$ cat config.mk
export PLATFORM = sky130hd
export DESIGN_NAME = scgs_sequencer
export DESIGN_NICKNAME = d
export VERILOG_FILES = /design/src/rtl/scgs_pkg.sv /design/src/rtl/scgs_decode_if.sv /design/src/rtl/scgs_sequencer.sv /design/src/rtl/scgs_permit_decoder.sv
export SDC_FILE = /design/constraint.sdc
export NUM_CORES = 1
export LEC_CHECK = 0
export ABC_CLOCK_PERIOD_IN_PS = 1800
export BUFFER_PORTS_ARGS = -buffer_cell sky130_fd_sc_hd__buf_2
export CAP_MARGIN = 20
export CORE_UTILIZATION = 45
export CTS_CLUSTER_DIAMETER = 200
export CTS_CLUSTER_SIZE = 14
export DETAILED_ROUTE_END_ITERATION = 16
export PLACE_DENSITY = 0.7
export REMOVE_ABC_BUFFERS = 1
export SYNTH_ARGS = -nofsm -noshare
export SYNTH_HDL_FRONTEND = slang
export SYNTH_SLANG_ARGS = --single-unit
$ cat constraint.sdc
create_clock -name clk_in -period 1.8 [get_ports clk_in]
set_input_delay 0.09 -clock clk_in [delete_from_list [all_inputs] [get_ports clk_in]]
set_output_delay 0.09 -clock clk_in [all_outputs]
set_load 0.05 [all_outputs]
$ cat src/rtl/scgs_pkg.sv
package scgs_pkg;
	// Main command codes
	localparam logic [7:0] MAIN_NOP = 8'h00;
	localparam logic [7:0] MAIN_IDENTITY_READ = 8'h03;
	localparam logic [7:0] MAIN_CONFIG_APPLY = 8'h04;
	localparam logic [7:0] MAIN_ALARM_READ = 8'h05;
	localparam logic [7:0] MAIN_ALARM_CLEAR = 8'h06;
	localparam logic [7:0] MAIN_SYNC_SET = 8'h0d;
	localparam logic [7:0] MAIN_CONNECT = 8'h0e;
	localparam logic [7:0] MAIN_DISCONNECT = 8'h0f;
	localparam logic [7:0] MAIN_MEM_READ = 8'h1d;
	localparam logic [7:0] MAIN_MEM_WRITE = 8'h1e;
	localparam logic [7:0] MAIN_POS_SET = 8'h20;
	localparam logic [7:0] MAIN_BRAKE_ENGAGE = 8'h21;
	localparam logic [7:0] MAIN_BRAKE_RELEASE = 8'h22;
	localparam logic [7:0] MAIN_ENCODER_POWER_UP = 8'h23;
	localparam logic [7:0] MAIN_ENCODER_POWER_DOWN = 8'h24;
	localparam logic [7:0] MAIN_MONITOR_STATUS = 8'h30;
	localparam logic [7:0] MAIN_SERVO_ENABLE = 8'h31;
	localparam logic [7:0] MAIN_SERVO_DISABLE = 8'h32;
	localparam logic [7:0] MAIN_INTERPOLATE = 8'h34;
	localparam logic [7:0] MAIN_POSITIONING_MOVE = 8'h35;
	localparam logic [7:0] MAIN_FEED = 8'h36;
	localparam logic [7:0] MAIN_LATCHED_FEED = 8'h37;
	localparam logic [7:0] MAIN_LATCHED_POSITIONING = 8'h39;
	localparam logic [7:0] MAIN_ORIGIN_RETURN = 8'h3a;
	localparam logic [7:0] MAIN_VELOCITY_CONTROL = 8'h3c;
	localparam logic [7:0] MAIN_TORQUE_CONTROL = 8'h3d;
	localparam logic [7:0] MAIN_SERVO_PARAM_READ = 8'h40;
	localparam logic [7:0] MAIN_SERVO_PARAM_WRITE = 8'h41;

	// Sub command codes
	localparam logic [7:0] SUB_NOP = 8'h00;
	localparam logic [7:0] SUB_ALARM_READ = 8'h05;
	localparam logic [7:0] SUB_ALARM_CLEAR = 8'h06;
	localparam logic [7:0] SUB_MEM_READ = 8'h1d;
	localparam logic [7:0] SUB_MEM_WRITE = 8'h1e;
	localparam logic [7:0] SUB_MONITOR_STATUS = 8'h30;
	localparam logic [7:0] SUB_SERVO_PARAM_READ = 8'h40;
	localparam logic [7:0] SUB_SERVO_PARAM_WRITE = 8'h41;

	// Default watchdog span in communication cycles
	localparam int WDT_CYCLES_DEFAULT = 16;
	localparam int WDT_WIDTH = 16;

	// Response status bit positions
	localparam int ST_INIT_DONE = 0;
	localparam int ST_CONNECTED = 1;
	localparam int ST_ENCODER_ON = 2;
	localparam int ST_SERVO_ON = 3;
	localparam int ST_PARAM_PENDING = 4;
	localparam int ST_CMD_ERROR = 5;
	localparam int ST_SEQ_ERROR = 6;
	localparam int ST_WDT_ALARM = 7;
	localparam int ST_WIDTH = 8;

	typedef enum logic [1:0] {
		SCGS_CLASS_ALL,
		SCGS_CLASS_NOP_MON,
		SCGS_CLASS_NOP_ONLY,
		SCGS_CLASS_UNKNOWN
	} scgs_class_t;
endpackage : scgs_pkg

$ cat src/rtl/scgs_decode_if.sv
`timescale 1ns/1ps
interface scgs_decode_if;
	logic [7:0] main_code;
	logic [7:0] sub_code;
	scgs_pkg::scgs_class_t main_class;
	logic sub_known;
	logic sub_allowed;

	modport requester (output main_code, output sub_code,
		input main_class, input sub_known, input sub_allowed);
	modport decoder (input main_code, input sub_code,
		output main_class, output sub_known, output sub_allowed);
endinterface : scgs_decode_if

$ cat src/rtl/scgs_sequencer.sv
`timescale 1ns/1ps
// Functional notes
// - Sub command honoured only with permitting main
// - All-sub main codes accept all eight subs
// - Listed mains accept only no-op and monitor
// - Connect and disconnect accept only no-op
// - Same timing for communication or transmission cycle
// - Connect opens link and starts watchdog
// - Identity read then parameter read answered
// - Written parameters take effect on apply
// - Encoder power-up precedes servo enable
// - Amplifier-managed flow stores parameters in flash
// - Decode the eight sub command codes
module scgs_sequencer #(
	parameter int WDT_CYCLES = scgs_pkg::WDT_CYCLES_DEFAULT
) (
	input wire logic clk_in,
	input wire logic sys_rst_in,
	input wire logic cycle_tick_in,
	input wire logic cmd_valid_in,
	input wire logic [7:0] main_code_in,
	input wire logic [7:0] sub_code_in,
	input wire logic init_done_in,
	input wire logic amp_managed_in,
	output logic resp_valid_out,
	output logic [7:0] resp_main_out,
	output logic [7:0] resp_sub_out,
	output logic [scgs_pkg::ST_WIDTH-1:0] resp_status_out,
	output logic main_exec_out,
	output logic sub_exec_out,
	output logic identity_read_out,
	output logic param_read_out,
	output logic param_stage_out,
	output logic param_apply_out,
	output logic flash_store_out,
	output logic connected_out,
	output logic encoder_power_out,
	output logic servo_on_out,
	output logic wdt_alarm_out
);
	typedef struct packed {
		logic resp_valid;
		logic [7:0] resp_main;
		logic [7:0] resp_sub;
		logic main_exec;
		logic sub_exec;
		logic identity_read;
		logic param_read;
		logic param_stage;
		logic param_apply;
		logic flash_store;
		logic connected;
		logic encoder_on;
		logic servo_on;
		logic param_pending;
		logic cmd_error;
		logic seq_error;
		logic wdt_alarm;
		logic init_done;
		logic [scgs_pkg::WDT_WIDTH-1:0] wdt_cnt;
	} scgs_state_t;

	localparam logic [scgs_pkg::WDT_WIDTH-1:0] WDT_LIMIT =
		scgs_pkg::WDT_WIDTH'(WDT_CYCLES);

	scgs_state_t state_reg;
	scgs_state_t state_next;
	scgs_decode_if dec ();

	assign dec.main_code = main_code_in;
	assign dec.sub_code = sub_code_in;

	scgs_permit_decoder u_decoder (
		.dec(dec)
	);

	////////////////////////////////////////////////////////////////////
	logic is_motion;
	logic main_ok;
	logic param_write;
	logic sub_param_write;

	always_comb begin
		is_motion = (main_code_in == scgs_pkg::MAIN_INTERPOLATE) ||
			(main_code_in == scgs_pkg::MAIN_POSITIONING_MOVE) ||
			(main_code_in == scgs_pkg::MAIN_FEED) ||
			(main_code_in == scgs_pkg::MAIN_LATCHED_FEED) ||
			(main_code_in == scgs_pkg::MAIN_LATCHED_POSITIONING) ||
			(main_code_in == scgs_pkg::MAIN_ORIGIN_RETURN) ||
			(main_code_in == scgs_pkg::MAIN_VELOCITY_CONTROL) ||
			(main_code_in == scgs_pkg::MAIN_TORQUE_CONTROL);
		// Only no-op, connect and disconnect work without a connection
		main_ok = (dec.main_class != scgs_pkg::SCGS_CLASS_UNKNOWN) &&
			(state_reg.connected ||
			(main_code_in == scgs_pkg::MAIN_NOP) ||
			(main_code_in == scgs_pkg::MAIN_CONNECT) ||
			(main_code_in == scgs_pkg::MAIN_DISCONNECT));
		if (is_motion && !state_reg.servo_on) begin
			main_ok = 1'b0;
		end
		if ((main_code_in == scgs_pkg::MAIN_SERVO_ENABLE) &&
			!state_reg.encoder_on) begin
			main_ok = 1'b0;
		end
		param_write = main_ok &&
			(main_code_in == scgs_pkg::MAIN_SERVO_PARAM_WRITE);
		sub_param_write = dec.sub_allowed &&
			(sub_code_in == scgs_pkg::SUB_SERVO_PARAM_WRITE);
	end

	////////////////////////////////////////////////////////////////////
	always_comb begin
		state_next = state_reg;
		state_next.resp_valid = 1'b0;
		state_next.main_exec = 1'b0;
		state_next.sub_exec = 1'b0;
		state_next.identity_read = 1'b0;
		state_next.param_read = 1'b0;
		state_next.param_stage = 1'b0;
		state_next.param_apply = 1'b0;
		state_next.flash_store = 1'b0;
		// Init-done reaches the status a cycle late, like every other bit
		state_next.init_done = init_done_in;

		// Watchdog counts cycles with no command while connected
		if (state_reg.connected) begin
			if (cmd_valid_in) begin
				state_next.wdt_cnt = '0;
			end else if (cycle_tick_in) begin
				state_next.wdt_cnt = state_reg.wdt_cnt + 1'b1;
			end
			if (cycle_tick_in && !cmd_valid_in &&
				(state_reg.wdt_cnt >= WDT_LIMIT - 1'b1)) begin
				state_next.wdt_alarm = 1'b1;
				state_next.connected = 1'b0;
				state_next.servo_on = 1'b0;
			end
		end

		// Same one-cycle answer whichever cycle paces the command
		if (cmd_valid_in) begin
			state_next.resp_valid = 1'b1;
			state_next.resp_main = main_code_in;
			state_next.resp_sub = sub_code_in;
			state_next.main_exec = main_ok;
			state_next.sub_exec = dec.sub_allowed;
			state_next.cmd_error = !dec.sub_allowed ||
				(dec.main_class == scgs_pkg::SCGS_CLASS_UNKNOWN);
			state_next.seq_error = !main_ok &&
				(dec.main_class != scgs_pkg::SCGS_CLASS_UNKNOWN);
			if (main_ok) begin
				unique case (main_code_in)
					scgs_pkg::MAIN_CONNECT: begin
						state_next.connected = 1'b1;
						state_next.wdt_cnt = '0;
						state_next.wdt_alarm = 1'b0;
					end
					scgs_pkg::MAIN_DISCONNECT: begin
						state_next.connected = 1'b0;
						state_next.servo_on = 1'b0;
					end
					scgs_pkg::MAIN_IDENTITY_READ: begin
						state_next.identity_read = 1'b1;
					end
					scgs_pkg::MAIN_SERVO_PARAM_READ: begin
						state_next.param_read = 1'b1;
					end
					scgs_pkg::MAIN_CONFIG_APPLY: begin
						state_next.param_apply = 1'b1;
						state_next.param_pending = 1'b0;
					end
					scgs_pkg::MAIN_ENCODER_POWER_UP: begin
						state_next.encoder_on = 1'b1;
					end
					scgs_pkg::MAIN_ENCODER_POWER_DOWN: begin
						state_next.encoder_on = 1'b0;
						state_next.servo_on = 1'b0;
					end
					scgs_pkg::MAIN_SERVO_ENABLE: begin
						state_next.servo_on = 1'b1;
					end
					scgs_pkg::MAIN_SERVO_DISABLE: begin
						state_next.servo_on = 1'b0;
					end
					default: begin
					end
				endcase
			end
			if (dec.sub_allowed &&
				(sub_code_in == scgs_pkg::SUB_SERVO_PARAM_READ)) begin
				state_next.param_read = 1'b1;
			end
			// Written values are held back until apply, or go to flash
			if (param_write || sub_param_write) begin
				if (amp_managed_in) begin
					state_next.flash_store = 1'b1;
				end else begin
					state_next.param_stage = 1'b1;
					state_next.param_pending = 1'b1;
				end
			end
		end
	end

	always_ff @(posedge clk_in or posedge sys_rst_in) begin
		if (sys_rst_in) begin
			state_reg <= '0;
		end else begin
			state_reg <= state_next;
		end
	end

	////////////////////////////////////////////////////////////////////
	assign resp_valid_out = state_reg.resp_valid;
	assign resp_main_out = state_reg.resp_main;
	assign resp_sub_out = state_reg.resp_sub;
	assign main_exec_out = state_reg.main_exec;
	assign sub_exec_out = state_reg.sub_exec;
	assign identity_read_out = state_reg.identity_read;
	assign param_read_out = state_reg.param_read;
	assign param_stage_out = state_reg.param_stage;
	assign param_apply_out = state_reg.param_apply;
	assign flash_store_out = state_reg.flash_store;
	assign connected_out = state_reg.connected;
	assign encoder_power_out = state_reg.encoder_on;
	assign servo_on_out = state_reg.servo_on;
	assign wdt_alarm_out = state_reg.wdt_alarm;

	always_comb begin
		resp_status_out = '0;
		resp_status_out[scgs_pkg::ST_INIT_DONE] = state_reg.init_done;
		resp_status_out[scgs_pkg::ST_CONNECTED] = state_reg.connected;
		resp_status_out[scgs_pkg::ST_ENCODER_ON] = state_reg.encoder_on;
		resp_status_out[scgs_pkg::ST_SERVO_ON] = state_reg.servo_on;
		resp_status_out[scgs_pkg::ST_PARAM_PENDING] =
			state_reg.param_pending;
		resp_status_out[scgs_pkg::ST_CMD_ERROR] = state_reg.cmd_error;
		resp_status_out[scgs_pkg::ST_SEQ_ERROR] = state_reg.seq_error;
		resp_status_out[scgs_pkg::ST_WDT_ALARM] = state_reg.wdt_alarm;
	end
endmodule : scgs_sequencer

$ cat src/rtl/scgs_permit_decoder.sv
`timescale 1ns/1ps
module scgs_permit_decoder (
	scgs_decode_if.decoder dec
);
	always_comb begin
		unique case (dec.main_code)
			scgs_pkg::MAIN_NOP, scgs_pkg::MAIN_IDENTITY_READ,
			scgs_pkg::MAIN_MONITOR_STATUS, scgs_pkg::MAIN_SERVO_ENABLE,
			scgs_pkg::MAIN_SERVO_DISABLE, scgs_pkg::MAIN_INTERPOLATE,
			scgs_pkg::MAIN_POSITIONING_MOVE, scgs_pkg::MAIN_FEED,
			scgs_pkg::MAIN_LATCHED_FEED,
			scgs_pkg::MAIN_LATCHED_POSITIONING,
			scgs_pkg::MAIN_ORIGIN_RETURN,
			scgs_pkg::MAIN_VELOCITY_CONTROL,
			scgs_pkg::MAIN_TORQUE_CONTROL: begin
				dec.main_class = scgs_pkg::SCGS_CLASS_ALL;
			end
			scgs_pkg::MAIN_CONFIG_APPLY, scgs_pkg::MAIN_ALARM_READ,
			scgs_pkg::MAIN_ALARM_CLEAR, scgs_pkg::MAIN_SYNC_SET,
			scgs_pkg::MAIN_MEM_READ, scgs_pkg::MAIN_MEM_WRITE,
			scgs_pkg::MAIN_POS_SET, scgs_pkg::MAIN_BRAKE_ENGAGE,
			scgs_pkg::MAIN_BRAKE_RELEASE,
			scgs_pkg::MAIN_ENCODER_POWER_UP,
			scgs_pkg::MAIN_ENCODER_POWER_DOWN,
			scgs_pkg::MAIN_SERVO_PARAM_READ,
			scgs_pkg::MAIN_SERVO_PARAM_WRITE: begin
				dec.main_class = scgs_pkg::SCGS_CLASS_NOP_MON;
			end
			scgs_pkg::MAIN_CONNECT, scgs_pkg::MAIN_DISCONNECT: begin
				dec.main_class = scgs_pkg::SCGS_CLASS_NOP_ONLY;
			end
			default: begin
				dec.main_class = scgs_pkg::SCGS_CLASS_UNKNOWN;
			end
		endcase
	end

	always_comb begin
		unique case (dec.sub_code)
			scgs_pkg::SUB_NOP, scgs_pkg::SUB_ALARM_READ,
			scgs_pkg::SUB_ALARM_CLEAR, scgs_pkg::SUB_MEM_READ,
			scgs_pkg::SUB_MEM_WRITE, scgs_pkg::SUB_MONITOR_STATUS,
			scgs_pkg::SUB_SERVO_PARAM_READ,
			scgs_pkg::SUB_SERVO_PARAM_WRITE: begin
				dec.sub_known = 1'b1;
			end
			default: begin
				dec.sub_known = 1'b0;
			end
		endcase
	end

	// Pairing table: a sub command only counts with a main that carries it
	always_comb begin
		unique case (dec.main_class)
			scgs_pkg::SCGS_CLASS_ALL: begin
				dec.sub_allowed = dec.sub_known;
			end
			scgs_pkg::SCGS_CLASS_NOP_MON: begin
				dec.sub_allowed = (dec.sub_code == scgs_pkg::SUB_NOP) ||
					(dec.sub_code == scgs_pkg::SUB_MONITOR_STATUS);
			end
			scgs_pkg::SCGS_CLASS_NOP_ONLY: begin
				dec.sub_allowed = (dec.sub_code == scgs_pkg::SUB_NOP);
			end
			scgs_pkg::SCGS_CLASS_UNKNOWN: begin
				dec.sub_allowed = 1'b0;
			end
		endcase
	end
endmodule : scgs_permit_decoder

==> key figures, run 1 <==
Place
  – Gpl congestion: 0.8913
  – Placed standard-cell area: 3344 sq um
  – Setup WS pre-CTS: -0.3363 ns
  – # port buffers: 57
  – Post-DP HPWL: 4.337 mm

Power and ir drop
  – Pwr/cell area: 690.2 nW/um^2
  – P_leak: 1.747 nW
  – Part of the power in the clock network: 35.5%
  – Sequential Power Share: 44.7%
  – Sw frac: 27.26%
  – Pint: 0.001847 W
  – Combinational fraction of design power: 19.8%
  – VDD IR max: 0.0004770 V
  – NetSw: 0.0006921 W

Global route
  – Global-route wire length before repair: 10.23 mm
  – Largest net degree at the start of global routing: 49
  – GR Util All Layers: 20.01%
  – GR Overflow Total: 0
  – Number of global-route vias before repair: 2244
  – Initial antenna violation count: 0

Finish
  – Share of layout cells above drive strength 1: 48.46%
  – Util after Layout: 61.76%
  – # fillers: 491
  – Area growth syn-to-layout: 31.13%
  – Commonest cells after routing, fill and taps aside: 55 x buf_2, 52 x buf_4, 48 x dfrtp_1
  – Most common cell after layout, fill and taps aside: buf_2
  – Net count, final: 385
  – Final Cell Area: 3679 sq um
  – Max FFs per register: 16
  – # diodes: 0

Clock tree
  – Clock Sinks: 48
  – Max Buffers Root-to-Sink: 2
  – Htree depth: 2
  – Reg clk slew, reported paths: 0.09 ns
  – CTS root buf: clkbuf_8
  – CTS Buf Count: 5
  – Worst skew pair latency: 0.30 ns
  – TritonCTS clock tree: built

Routing
  – Post-route DRC: 0
  – First-pass DRT Iterations: 4
  – 1st-iter DRT viols: 116
  – Wirelength per Cell: 14.58 um
  – Vias per inst: 5.356
  – Post-DRT Antenna Nets: 0
  – Via Count: 2314
  – Post-Route WL: 6.300 mm

Die
  – Total Die Area: 6554 sq um
  – Core area: 5956 sq um
  – Initial cell density of the core: 47.10%
  – Die extent in x: 80.96 um
  – Top Ports: 58
  – Row count: 28
  – Die Height: 80.96 um

Synthesis
  – Post-Syn Area: 2805 sq um
  – Cells after Synth: 268
  – Seq/Total Area, Yosys: 42.82%
  – #FFs+latches synth: 48
  – Post-synth cell types: 56
  – Mean Syn Cell Area: 10.47 sq um
  – Synth Flop Type: dfrtp_1
  – Number of synthesized flops with an enable pin: 0
  – Ys async rst share: 100.0%
  – Warning count from the yosys run: 0

STA
  – Fmax: 561.9 MHz
  – Final worst slack: 0.02031 ns
  – Slew Limit Fails: 0
  – Minimum clock period: 1.780 ns
  – Hold slack: 0.04499 ns
  – Slew @ Worst Pin: 0.6152 ns
  – Final Skew: 0.007249 ns
  – Hold Vio Cnt, Final: 0
  – Relative slew slack: 58.99%
  – Setup TNS: 0 ns
  – Final setup vio count: 0
  – Final Cycle Share: 98.87%

Min path
  – Hold Crit Class: in -> reg
  – Hold Path Depth: 2

Worst setup path
  – CP Launch Type: input pin
  – CP Class: in -> reg
  – CP required: 2.04 ns
  – Largest fanout on the critical path: 8
  – Register-to-Register Path Depth: 6
  – WP data arrival: 2.02 ns
  – Crit end category: register

Flow run
  – Max-Cap Viols: 0

Outcome
  – Outcome: finished, final reports clean
## synthesized netlist by cell type, types with 3 or more instances
master     count  share of area [%]
dfrtp_1       48                 43
buf_4         25                6.7
nand2_1       19                2.5
mux2_2        18                7.2
nor2_1        17                2.3
xor2_1        12                3.7
nor2_4        10                4.0
and3_1         8                1.8
nor3_1         8                1.4
nand3_1        7                1.2
ha_1           6                2.7
inv_1          6               0.80
nor4_1         6                1.3
nand2b_1       5                1.1
nand4_1        5                1.1
nor2b_1        4               0.89
xnor2_1        4                1.2
a211oi_1       3               0.80
a21oi_1        3               0.54
and2_1         3               0.67
clkbuf_1       3               0.40
o2bb2ai_1      3               0.94
## per-stage QoR
stage / total power, W / instances
global route: 0.002632 / 432
finish: 0.002539 / 432
detailed placement: 0.001621 / 417
floorplan: 0.001430 / 235
CTS: 0.002540 / 428
global placement: 0.001613 / 417
## worst paths after layout
kind                                    start            endpoint  slack, ns
hold / removal                main_code_in[1]    resp_main_out[1]       0.04
setup reg to reg            encoder_power_out        state_reg[3]       0.17
min in group asynchronous          sys_rst_in     resp_sub_out[7]       0.50
setup / recovery              main_code_in[0]        state_reg[3]       0.02
hold reg to reg            resp_status_out[4]  resp_status_out[4]       0.51
max in group asynchronous          sys_rst_in     flash_store_out       0.89
## per-layer routing
metal	routed length, um	track usage [%]	up-vias
met5	0	0	-
met4	101	7.321	0
met3	281	4.157	12
met2	3189	33.28	65
met1	2727	25.59	1131
li1	-	-	1106
## critical path: stages
cell and delay, ns:
buf_4 0.13, buf_4 0.14, ha_4 0.15, nand2b_4 0.13
a31o_1 0.21, a32oi_2 0.26, buf_4 0.19, nand3_4 0.09
a32o_2 0.32, clkbuf_16 0.20, nor2_4 0.10
## power groups by stage
| stage | Clock [W] | Combinational (W) | Sequential (W) |
|---|---|---|---|
| finish | 0.000901 | 0.000502 | 0.00114 |
| floorplan | 0 | 0.000126 | 0.00130 |
| CTS | 0.000929 | 0.000474 | 0.00114 |
| global placement | 0 | 0.000458 | 0.00116 |
| detailed placement | 0 | 0.000464 | 0.00116 |
| global route | 0.000954 | 0.000536 | 0.00114 |
## logic make-up after synthesis
family,share of synthesized area [%]
compound gates,10.26
xor+xnor,4.995
fa+ha+maj,2.676
buf+inv,9.054
flops,42.82
mux,7.939
simple gates,22.26
## timing repair
item | 4_1_cts | 5_1_grt
hold endpoints to repair | 51 | 0
setup buffers | 1 | 3
hold buffers | 3 | 0
pin swaps | 1 | 9
gates resized for setup | 2 | 28
setup endpoints to repair | 8 | 25
gates cloned | 0 | 1
## area by class of cell
type | count | area [sq um] | share of cell area [%]
Clock buffer | 5 | 68.82 | 1.871
Clock inverter | 2 | 60.06 | 1.633
Inverter | 7 | 31.28 | 0.8503
Multi-Input combinational cell | 180 | 1449 | 39.39
Sequential cell | 48 | 1201 | 32.65
Tap cell | 75 | 93.84 | 2.551
Timing Repair Buffer | 115 | 774.5 | 21.05
No activity file was read; power rests on OpenSTA's default activity.
==> run 2, diff against run 1 <==
REMOVE_ABC_BUFFERS = not set   (was 1)
==> key figures, run 2 (same netlist as run 1, synthesis figures left out) <==
Clock tree
  – CTS root buf: clkbuf_8 (unchanged)
  – TritonCTS clock tree: built (unchanged)
  – Reg clk slew, reported paths: 0.09 ns (about the same)
  – CTS Buf Count: 5 (unchanged)
  – Max Buffers Root-to-Sink: 2 (unchanged)
  – Clock Sinks: 48 (unchanged)
  – Htree depth: 2 (unchanged)
  – Worst skew pair latency: 0.30 ns (about the same)

STA
  – Hold Vio Cnt, Final: 0 (unchanged)
  – Final setup vio count: 0 (unchanged)
  – Fmax: 578.6 MHz (was 561.9 MHz)
  – Relative slew slack: 62.07% (was 58.99%)
  – Hold slack: 0.04336 ns (was 0.04499 ns)
  – Slew Limit Fails: 0 (unchanged)
  – Final Cycle Share: 96.02% (was 98.87%)
  – Final Skew: 0.008809 ns (was 0.007249 ns)
  – Slew @ Worst Pin: 0.5681 ns (was 0.6152 ns)
  – Minimum clock period: 1.728 ns (was 1.780 ns)

Place
  – Post-DP HPWL: 4.505 mm (was 4.337 mm)
  – Gpl congestion: 0.8800 (was 0.8913)
  – Placed insts: 405 (was 417)
  – # port buffers: 57 (unchanged)

Routing
  – Post-DRT Antenna Nets: 0 (unchanged)
  – Post-Route WL: 5.895 mm (was 6.300 mm)
  – Via Count: 2138 (was 2314)
  – Wirelength per Cell: 14.14 um (was 14.58 um)
  – Vias per inst: 5.127 (was 5.356)
  – Post-route DRC: 0 (unchanged)
  – First-pass DRT Iterations: 4 (unchanged)
  – 1st-iter DRT viols: 131 (was 116)

Power and ir drop
  – Pwr/cell area: 654.9 nW/um^2 (was 690.2 nW/um^2)
  – P_leak: 1.640 nW (was 1.747 nW)
  – VDD IR max: 0.0003574 V (was 0.0004770 V)

Finish
  – Share of layout cells above drive strength 1: 44.15% (was 48.46%)
  – Net count, final: 369 (was 385)
  – Max FFs per register: 16 (unchanged)
  – Number of non-filler instances in the completed layout: 417 (was 432)
  – Most common cell after layout, fill and taps aside: buf_2 (unchanged)
  – Area growth syn-to-layout: 24.58% (was 31.13%)
  – # diodes: 0 (unchanged)
  – Commonest cells after routing, fill and taps aside: 56 x buf_2, 47 x dfrtp_1, 36 x buf_4 (was 55 x buf_2, 52 x buf_4, 48 x dfrtp_1)

Flow run
  – Max-Cap Viols: 0 (unchanged)

Worst setup path
  – Critical path endpoint: resp_status_out[4] (was state_reg[3])
  – Cell depth of the worst setup path: 9 (was 11)
  – WP buf/inv: 2 (was 4)
  – WP data arrival: 1.96 ns (was 2.02 ns)
  – Crit-path leading delay family: compound AO/OA/AOI/OAI gates (unchanged)
  – Largest fanout on the critical path: 5 (was 8)
  – Worst path cell trace: clkbuf_4 -> ha_1 -> or2_1 -> a311oi_2 -> o31ai_4 -> buf_4 -> a2111oi_2 -> a31oi_1 -> o2bb2ai_1 (was buf_4 -> buf_4 -> ha_4 -> nand2b_4 -> a31o_1 -> a32oi_2 -> buf_4 -> nand3_4 -> a32o_2 -> clkbuf_16 -> nor2_4)
  – CP max-delay cell: a311oi_2 (was a32o_2)
  – CP Launch Point: main_code_in[0] (unchanged)
  – Crit end category: register (unchanged)
  – R2R Setup Slk: 0.15 ns (was 0.17 ns)
  – Max incr delay on CP: 0.32 ns (about the same)
  – CP Class: in -> reg (unchanged)
  – Reg-to-reg endpoint: state_reg[12] (was state_reg[3])
  – CP Launch Type: input pin (unchanged)
  – CP required: 2.03 ns (was 2.04 ns)
  – Register-to-Register Path Depth: 6 (unchanged)
  – Worst r2r src: state_reg[3] (was encoder_power_out)

Die
  – Core area: 5956 sq um (unchanged)
  – Die Height: 80.96 um (unchanged)
  – Top Ports: 58 (unchanged)
  – Total Die Area: 6554 sq um (unchanged)
  – Initial cell density of the core: 47.10% (unchanged)
  – Row count: 28 (unchanged)
  – Die extent in x: 80.96 um (unchanged)

Global route
  – GR Util met3: 2.584% (was 4.157%)
  – GR Util All Layers: 19.39% (was 20.01%)
  – Number of global-route vias before repair: 2115 (was 2244)
  – GR Overflow Total: 0 (unchanged)
  – Largest net degree at the start of global routing: 27 (was 49)
  – Global-route wire length before repair: 9.742 mm (was 10.23 mm)
  – Initial antenna violation count: 0 (unchanged)
  – Met2 GRT Util: 32.35% (was 33.28%)
  – Met1 usage: 26.13% (was 25.59%)
  – Most used routing layer: met2 (unchanged)

Synthesis
  – Syn_nets: 296

Min path
  – Hold Path Depth: 2 (unchanged)
  – Hold Crit Class: in -> reg (unchanged)

Outcome
  – Outcome: finished, final reports clean (unchanged)
## run 2: worst min path at each step
stage,startpoint,to,slack (ns)
after floorplan,init_done_in,resp_status_out[0],0.12
after global placement,sys_rst_in,resp_status_out[0],0.16
after detailed placement,sys_rst_in,resp_status_out[0],0.18
after CTS,sub_code_in[2],resp_sub_out[2],0.04
after global routing,sub_code_in[2],resp_sub_out[2],0.03
final,sub_code_in[2],resp_sub_out[2],0.04
## run 2: where the power goes
part	internal, W	switching (W)	leakage (nW)
sequential	0.00112	0.0000182	0.622
clock	0.000311	0.000367	0.0434
combinational	0.000165	0.000309	0.974
total	0.00159	0.000694	1.64
## run 2: area by class of cell
cell class,count,area [sq um]
Fill cell,504,2461
Multi-Input combinational cell,180,1426
Sequential cell,48,1202
Timing Repair Buffer,99,648.1
Tap cell,75,93.84
Clock buffer,6,82.58
Inverter,7,26.28
Clock inverter,2,15.01
## run 2: worst register-to-register path, delay by kind of cell (launching register included)
kind | cells | cell delay (ns)
xor gates and xnor gates | 1 | 0.27
DFF | 1 | 0.42
and+or+nand+nor | 5 | 0.87
## run 2: layer usage
metal	vias to the layer above	part of all wire, %
met3	4	3.7
met4	0	0.83
met2	50	47
li1	1080	-
met5	-	0
met1	1004	49
## run 2: what timing repair did
item	CTS	global route
buffers inserted	0	1
endpoints found under the hold margin	28	0
gates resized for setup	0	12
hold buffers	3	0
setup endpoints to repair	0	25
## run 2: metrics by stage
stage,setup TNS [ns],worst slack (ns),area [sq um],power [W],util (%)
2_1_floorplan,0,0.001801,2839,0.001513,-
3_3_place_gp,-4.987,-0.2128,3307,0.001610,55.53
3_5_place_dp,-7.002,-0.2766,3307,0.001618,55.53
4_1_cts,0,0.03524,3435,0.002309,57.67
5_1_grt,-0.01235,-0.01235,3495,0.002404,58.68
6_report,0,0.07170,3495,0.002289,58.68
==> run 3, diff against run 2 <==
CELL_PAD_IN_SITES_DETAIL_PLACEMENT = 1   (was not set)
CELL_PAD_IN_SITES_GLOBAL_PLACEMENT = 1   (was not set)
CORE_UTILIZATION = 38   (was 45)
PLACE_DENSITY = not set   (was 0.7)
PLACE_DENSITY_LB_ADDON = 0.1   (was not set)
RECOVER_POWER = 100   (was not set)
==> key figures, run 3 (same netlist as run 1, synthesis figures left out) <==
Outcome
  – Outcome: finished, final reports clean (unchanged)

Clock tree
  – TritonCTS clock tree: built (unchanged)
  – CTS root buf: clkbuf_8 (unchanged)
  – Max Buffers Root-to-Sink: 2 (unchanged)
  – Worst skew pair latency: 0.30 ns (about the same)
  – Htree depth: 2 (unchanged)
  – CTS Buf Count: 5 (unchanged)
  – Clock Sinks: 48 (unchanged)
  – Postcts setup bufs: 0 (unchanged)
  – Reg clk slew, reported paths: 0.09 ns (about the same)

STA
  – Final Skew: 0.003456 ns (was 0.008809 ns)
  – Final setup vio count: 0 (unchanged)
  – Hold slack: 0.04898 ns (was 0.04336 ns)
  – Final worst slack: 0.07564 ns (was 0.07170 ns)
  – Fmax: 579.9 MHz (was 578.6 MHz)
  – Hold Vio Cnt, Final: 0 (unchanged)
  – Slew Limit Fails: 0 (unchanged)
  – Unrepaired setup endpoints after global routing: false
  – Minimum clock period: 1.724 ns (was 1.728 ns)
  – Final Cycle Share: 95.80% (was 96.02%)
  – Slew @ Worst Pin: 0.7750 ns (was 0.5681 ns)
  – Relative slew slack: 48.27% (was 62.07%)

Synthesis
  – Syn_nets: 296 (unchanged)

Routing
  – Post-route DRC: 0 (unchanged)
  – Via Count: 2225 (was 2138)
  – 1st-iter DRT viols: 68 (was 131)
  – Post-DRT Antenna Nets: 0 (unchanged)
  – Post-Route WL: 6.900 mm (was 5.895 mm)
  – Wirelength per Cell: 15.65 um (was 14.14 um)
  – First-pass DRT Iterations: 4 (unchanged)
  – Vias per inst: 5.045 (was 5.127)

Die
  – Initial cell density of the core: 40.40% (was 47.10%)
  – Die Height: 87.92 um (was 80.96 um)
  – Die extent in x: 87.92 um (was 80.96 um)
  – Core area: 6944 sq um (was 5956 sq um)
  – Top Ports: 58 (unchanged)
  – Total Die Area: 7730 sq um (was 6554 sq um)
  – Row count: 30 (was 28)

Finish
  – Share of layout cells above drive strength 1: 31.30% (was 44.15%)
  – Util after Layout: 49.06% (was 58.68%)
  – Most common cell after layout, fill and taps aside: dfrtp_1 (was buf_2)
  – Number of non-filler instances in the completed layout: 441 (was 417)
  – Final Cell Area: 3407 sq um (was 3495 sq um)
  – Area growth syn-to-layout: 21.45% (was 24.58%)
  – # diodes: 0 (unchanged)
  – Max FFs per register: 16 (unchanged)
  – Net count, final: 372 (was 369)
  – Commonest cells after routing, fill and taps aside: 47 x dfrtp_1, 39 x clkbuf_1, 38 x buf_4 (was 56 x buf_2, 47 x dfrtp_1, 36 x buf_4)

Place
  – Setup WS pre-CTS: -0.2466 ns (was -0.2766 ns)
  – Post-DP HPWL: 5.375 mm (was 4.505 mm)
  – Gpl congestion: 0.7845 (was 0.8800)
  – # port buffers: 57 (unchanged)
  – Placed insts: 430 (was 405)
  – Placed standard-cell area: 3351 sq um (was 3307 sq um)

Min path
  – Hold path start: sub_code_in[7] (was sub_code_in[2])
  – WHS Endpoint: resp_sub_out[7] (was resp_sub_out[2])
  – Hold Path Depth: 2 (unchanged)
  – Hold Crit Class: in -> reg (unchanged)

Global route
  – Number of global-route vias before repair: 2288 (was 2115)
  – Largest net degree at the start of global routing: 29 (was 27)
  – GR Util All Layers: 19.39% (about the same)
  – GR Overflow Total: 0 (unchanged)
  – Initial antenna violation count: 0 (unchanged)
  – Global-route wire length before repair: 11.42 mm (was 9.742 mm)

Worst setup path
  – Largest fanout on the critical path: 5 (unchanged)
  – CP required: 2.03 ns (about the same)
  – CP Class: in -> reg (unchanged)
  – Max incr delay on CP: 0.50 ns (was 0.32 ns)
  – Worst r2r src: encoder_power_out (was state_reg[3])
  – Crit end category: register (unchanged)
  – WP data arrival: 1.96 ns (about the same)
  – Worst path cell trace: clkbuf_2 -> inv_2 -> ha_4 -> nand2_1 -> a311oi_2 -> o31ai_4 -> a2111oi_0 -> a31oi_2 -> o2bb2ai_1 (was clkbuf_4 -> ha_1 -> or2_1 -> a311oi_2 -> o31ai_4 -> buf_4 -> a2111oi_2 -> a31oi_1 -> o2bb2ai_1)
  – Reg-to-reg endpoint: state_reg[5] (was state_reg[12])
  – CP max-delay cell: a2111oi_0 (was a311oi_2)
  – Register-to-Register Path Depth: 6 (unchanged)
  – CP Launch Type: input pin (unchanged)
  – R2R Setup Slk: 0.15 ns (about the same)

Flow run
  – Max-Cap Viols: 0 (unchanged)

Power and ir drop
  – P_leak: 1.503 nW (was 1.640 nW)
  – VDD IR max: 0.0003913 V (was 0.0003574 V)
  – Pwr/cell area: 662.4 nW/um^2 (was 654.9 nW/um^2)
[run 3: worst max-delay path by stage]
stage,startpoint,slack (ns),end,cells past startpoint
after floorplan,main_code_in[1],0.002,state_reg[1],9
after global placement,main_code_in[0],-0.17,state_reg[7],10
after detailed placement,main_code_in[0],-0.25,resp_status_out[4],10
after CTS,main_code_in[0],0.08,resp_status_out[4],10
after global routing,sys_rst_in,0.03,connected_out,4
final,main_code_in[0],0.08,resp_status_out[4],9
[run 3: per-layer routing]
metal | global-route usage [%] | wire length (um) | up-vias | part of all wire [%]
met4 | 3.577 | 46 | 0 | 0.67
met5 | 0 | 0 | - | 0
met3 | 3.393 | 198 | 5 | 2.9
met2 | 33.19 | 3373 | 38 | 49
met1 | 25.89 | 3281 | 1102 | 48
li1 | - | - | 1080 | -
[run 3: area by class of cell]
type	count	area, sq um
clock inverter	3	18.77
inverter	7	26.28
timing repair buffer	102	589.3
clock buffer	5	68.82
fill	834	3537
tap	96	120.1
multi-input combinational	180	1381
sequential	48	1202
[run 3: power breakdown]
| group | switching, W | internal, W |
|---|---|---|
| Combinational | 0.000316 | 0.000154 |
| Sequential | 0.0000198 | 0.00112 |
| Clock | 0.000378 | 0.000272 |
[run 3: stage by stage]
stage / power (W) / setup TNS, ns
floorplan: 0.001513 / 0
global placement: 0.001624 / -3.862
detailed placement: 0.001635 / -5.393
CTS: 0.002293 / 0
global route: 0.002373 / 0
finish: 0.002257 / 0
[run 3: repair_timing]
action / CTS / global route
hold buffers: 3 / 0
endpoints found under the hold margin: 23 / 0
endpoints found under the setup margin: 0 / 22
gates resized for setup: 0 / 9
[run 3: critical path, delay by kind of cell]
kind,cells,cell delay (ns)
buf+inv,2,0.22
fa+ha+maj,1,0.28
simple gates,1,0.07
compound gates,5,1.30
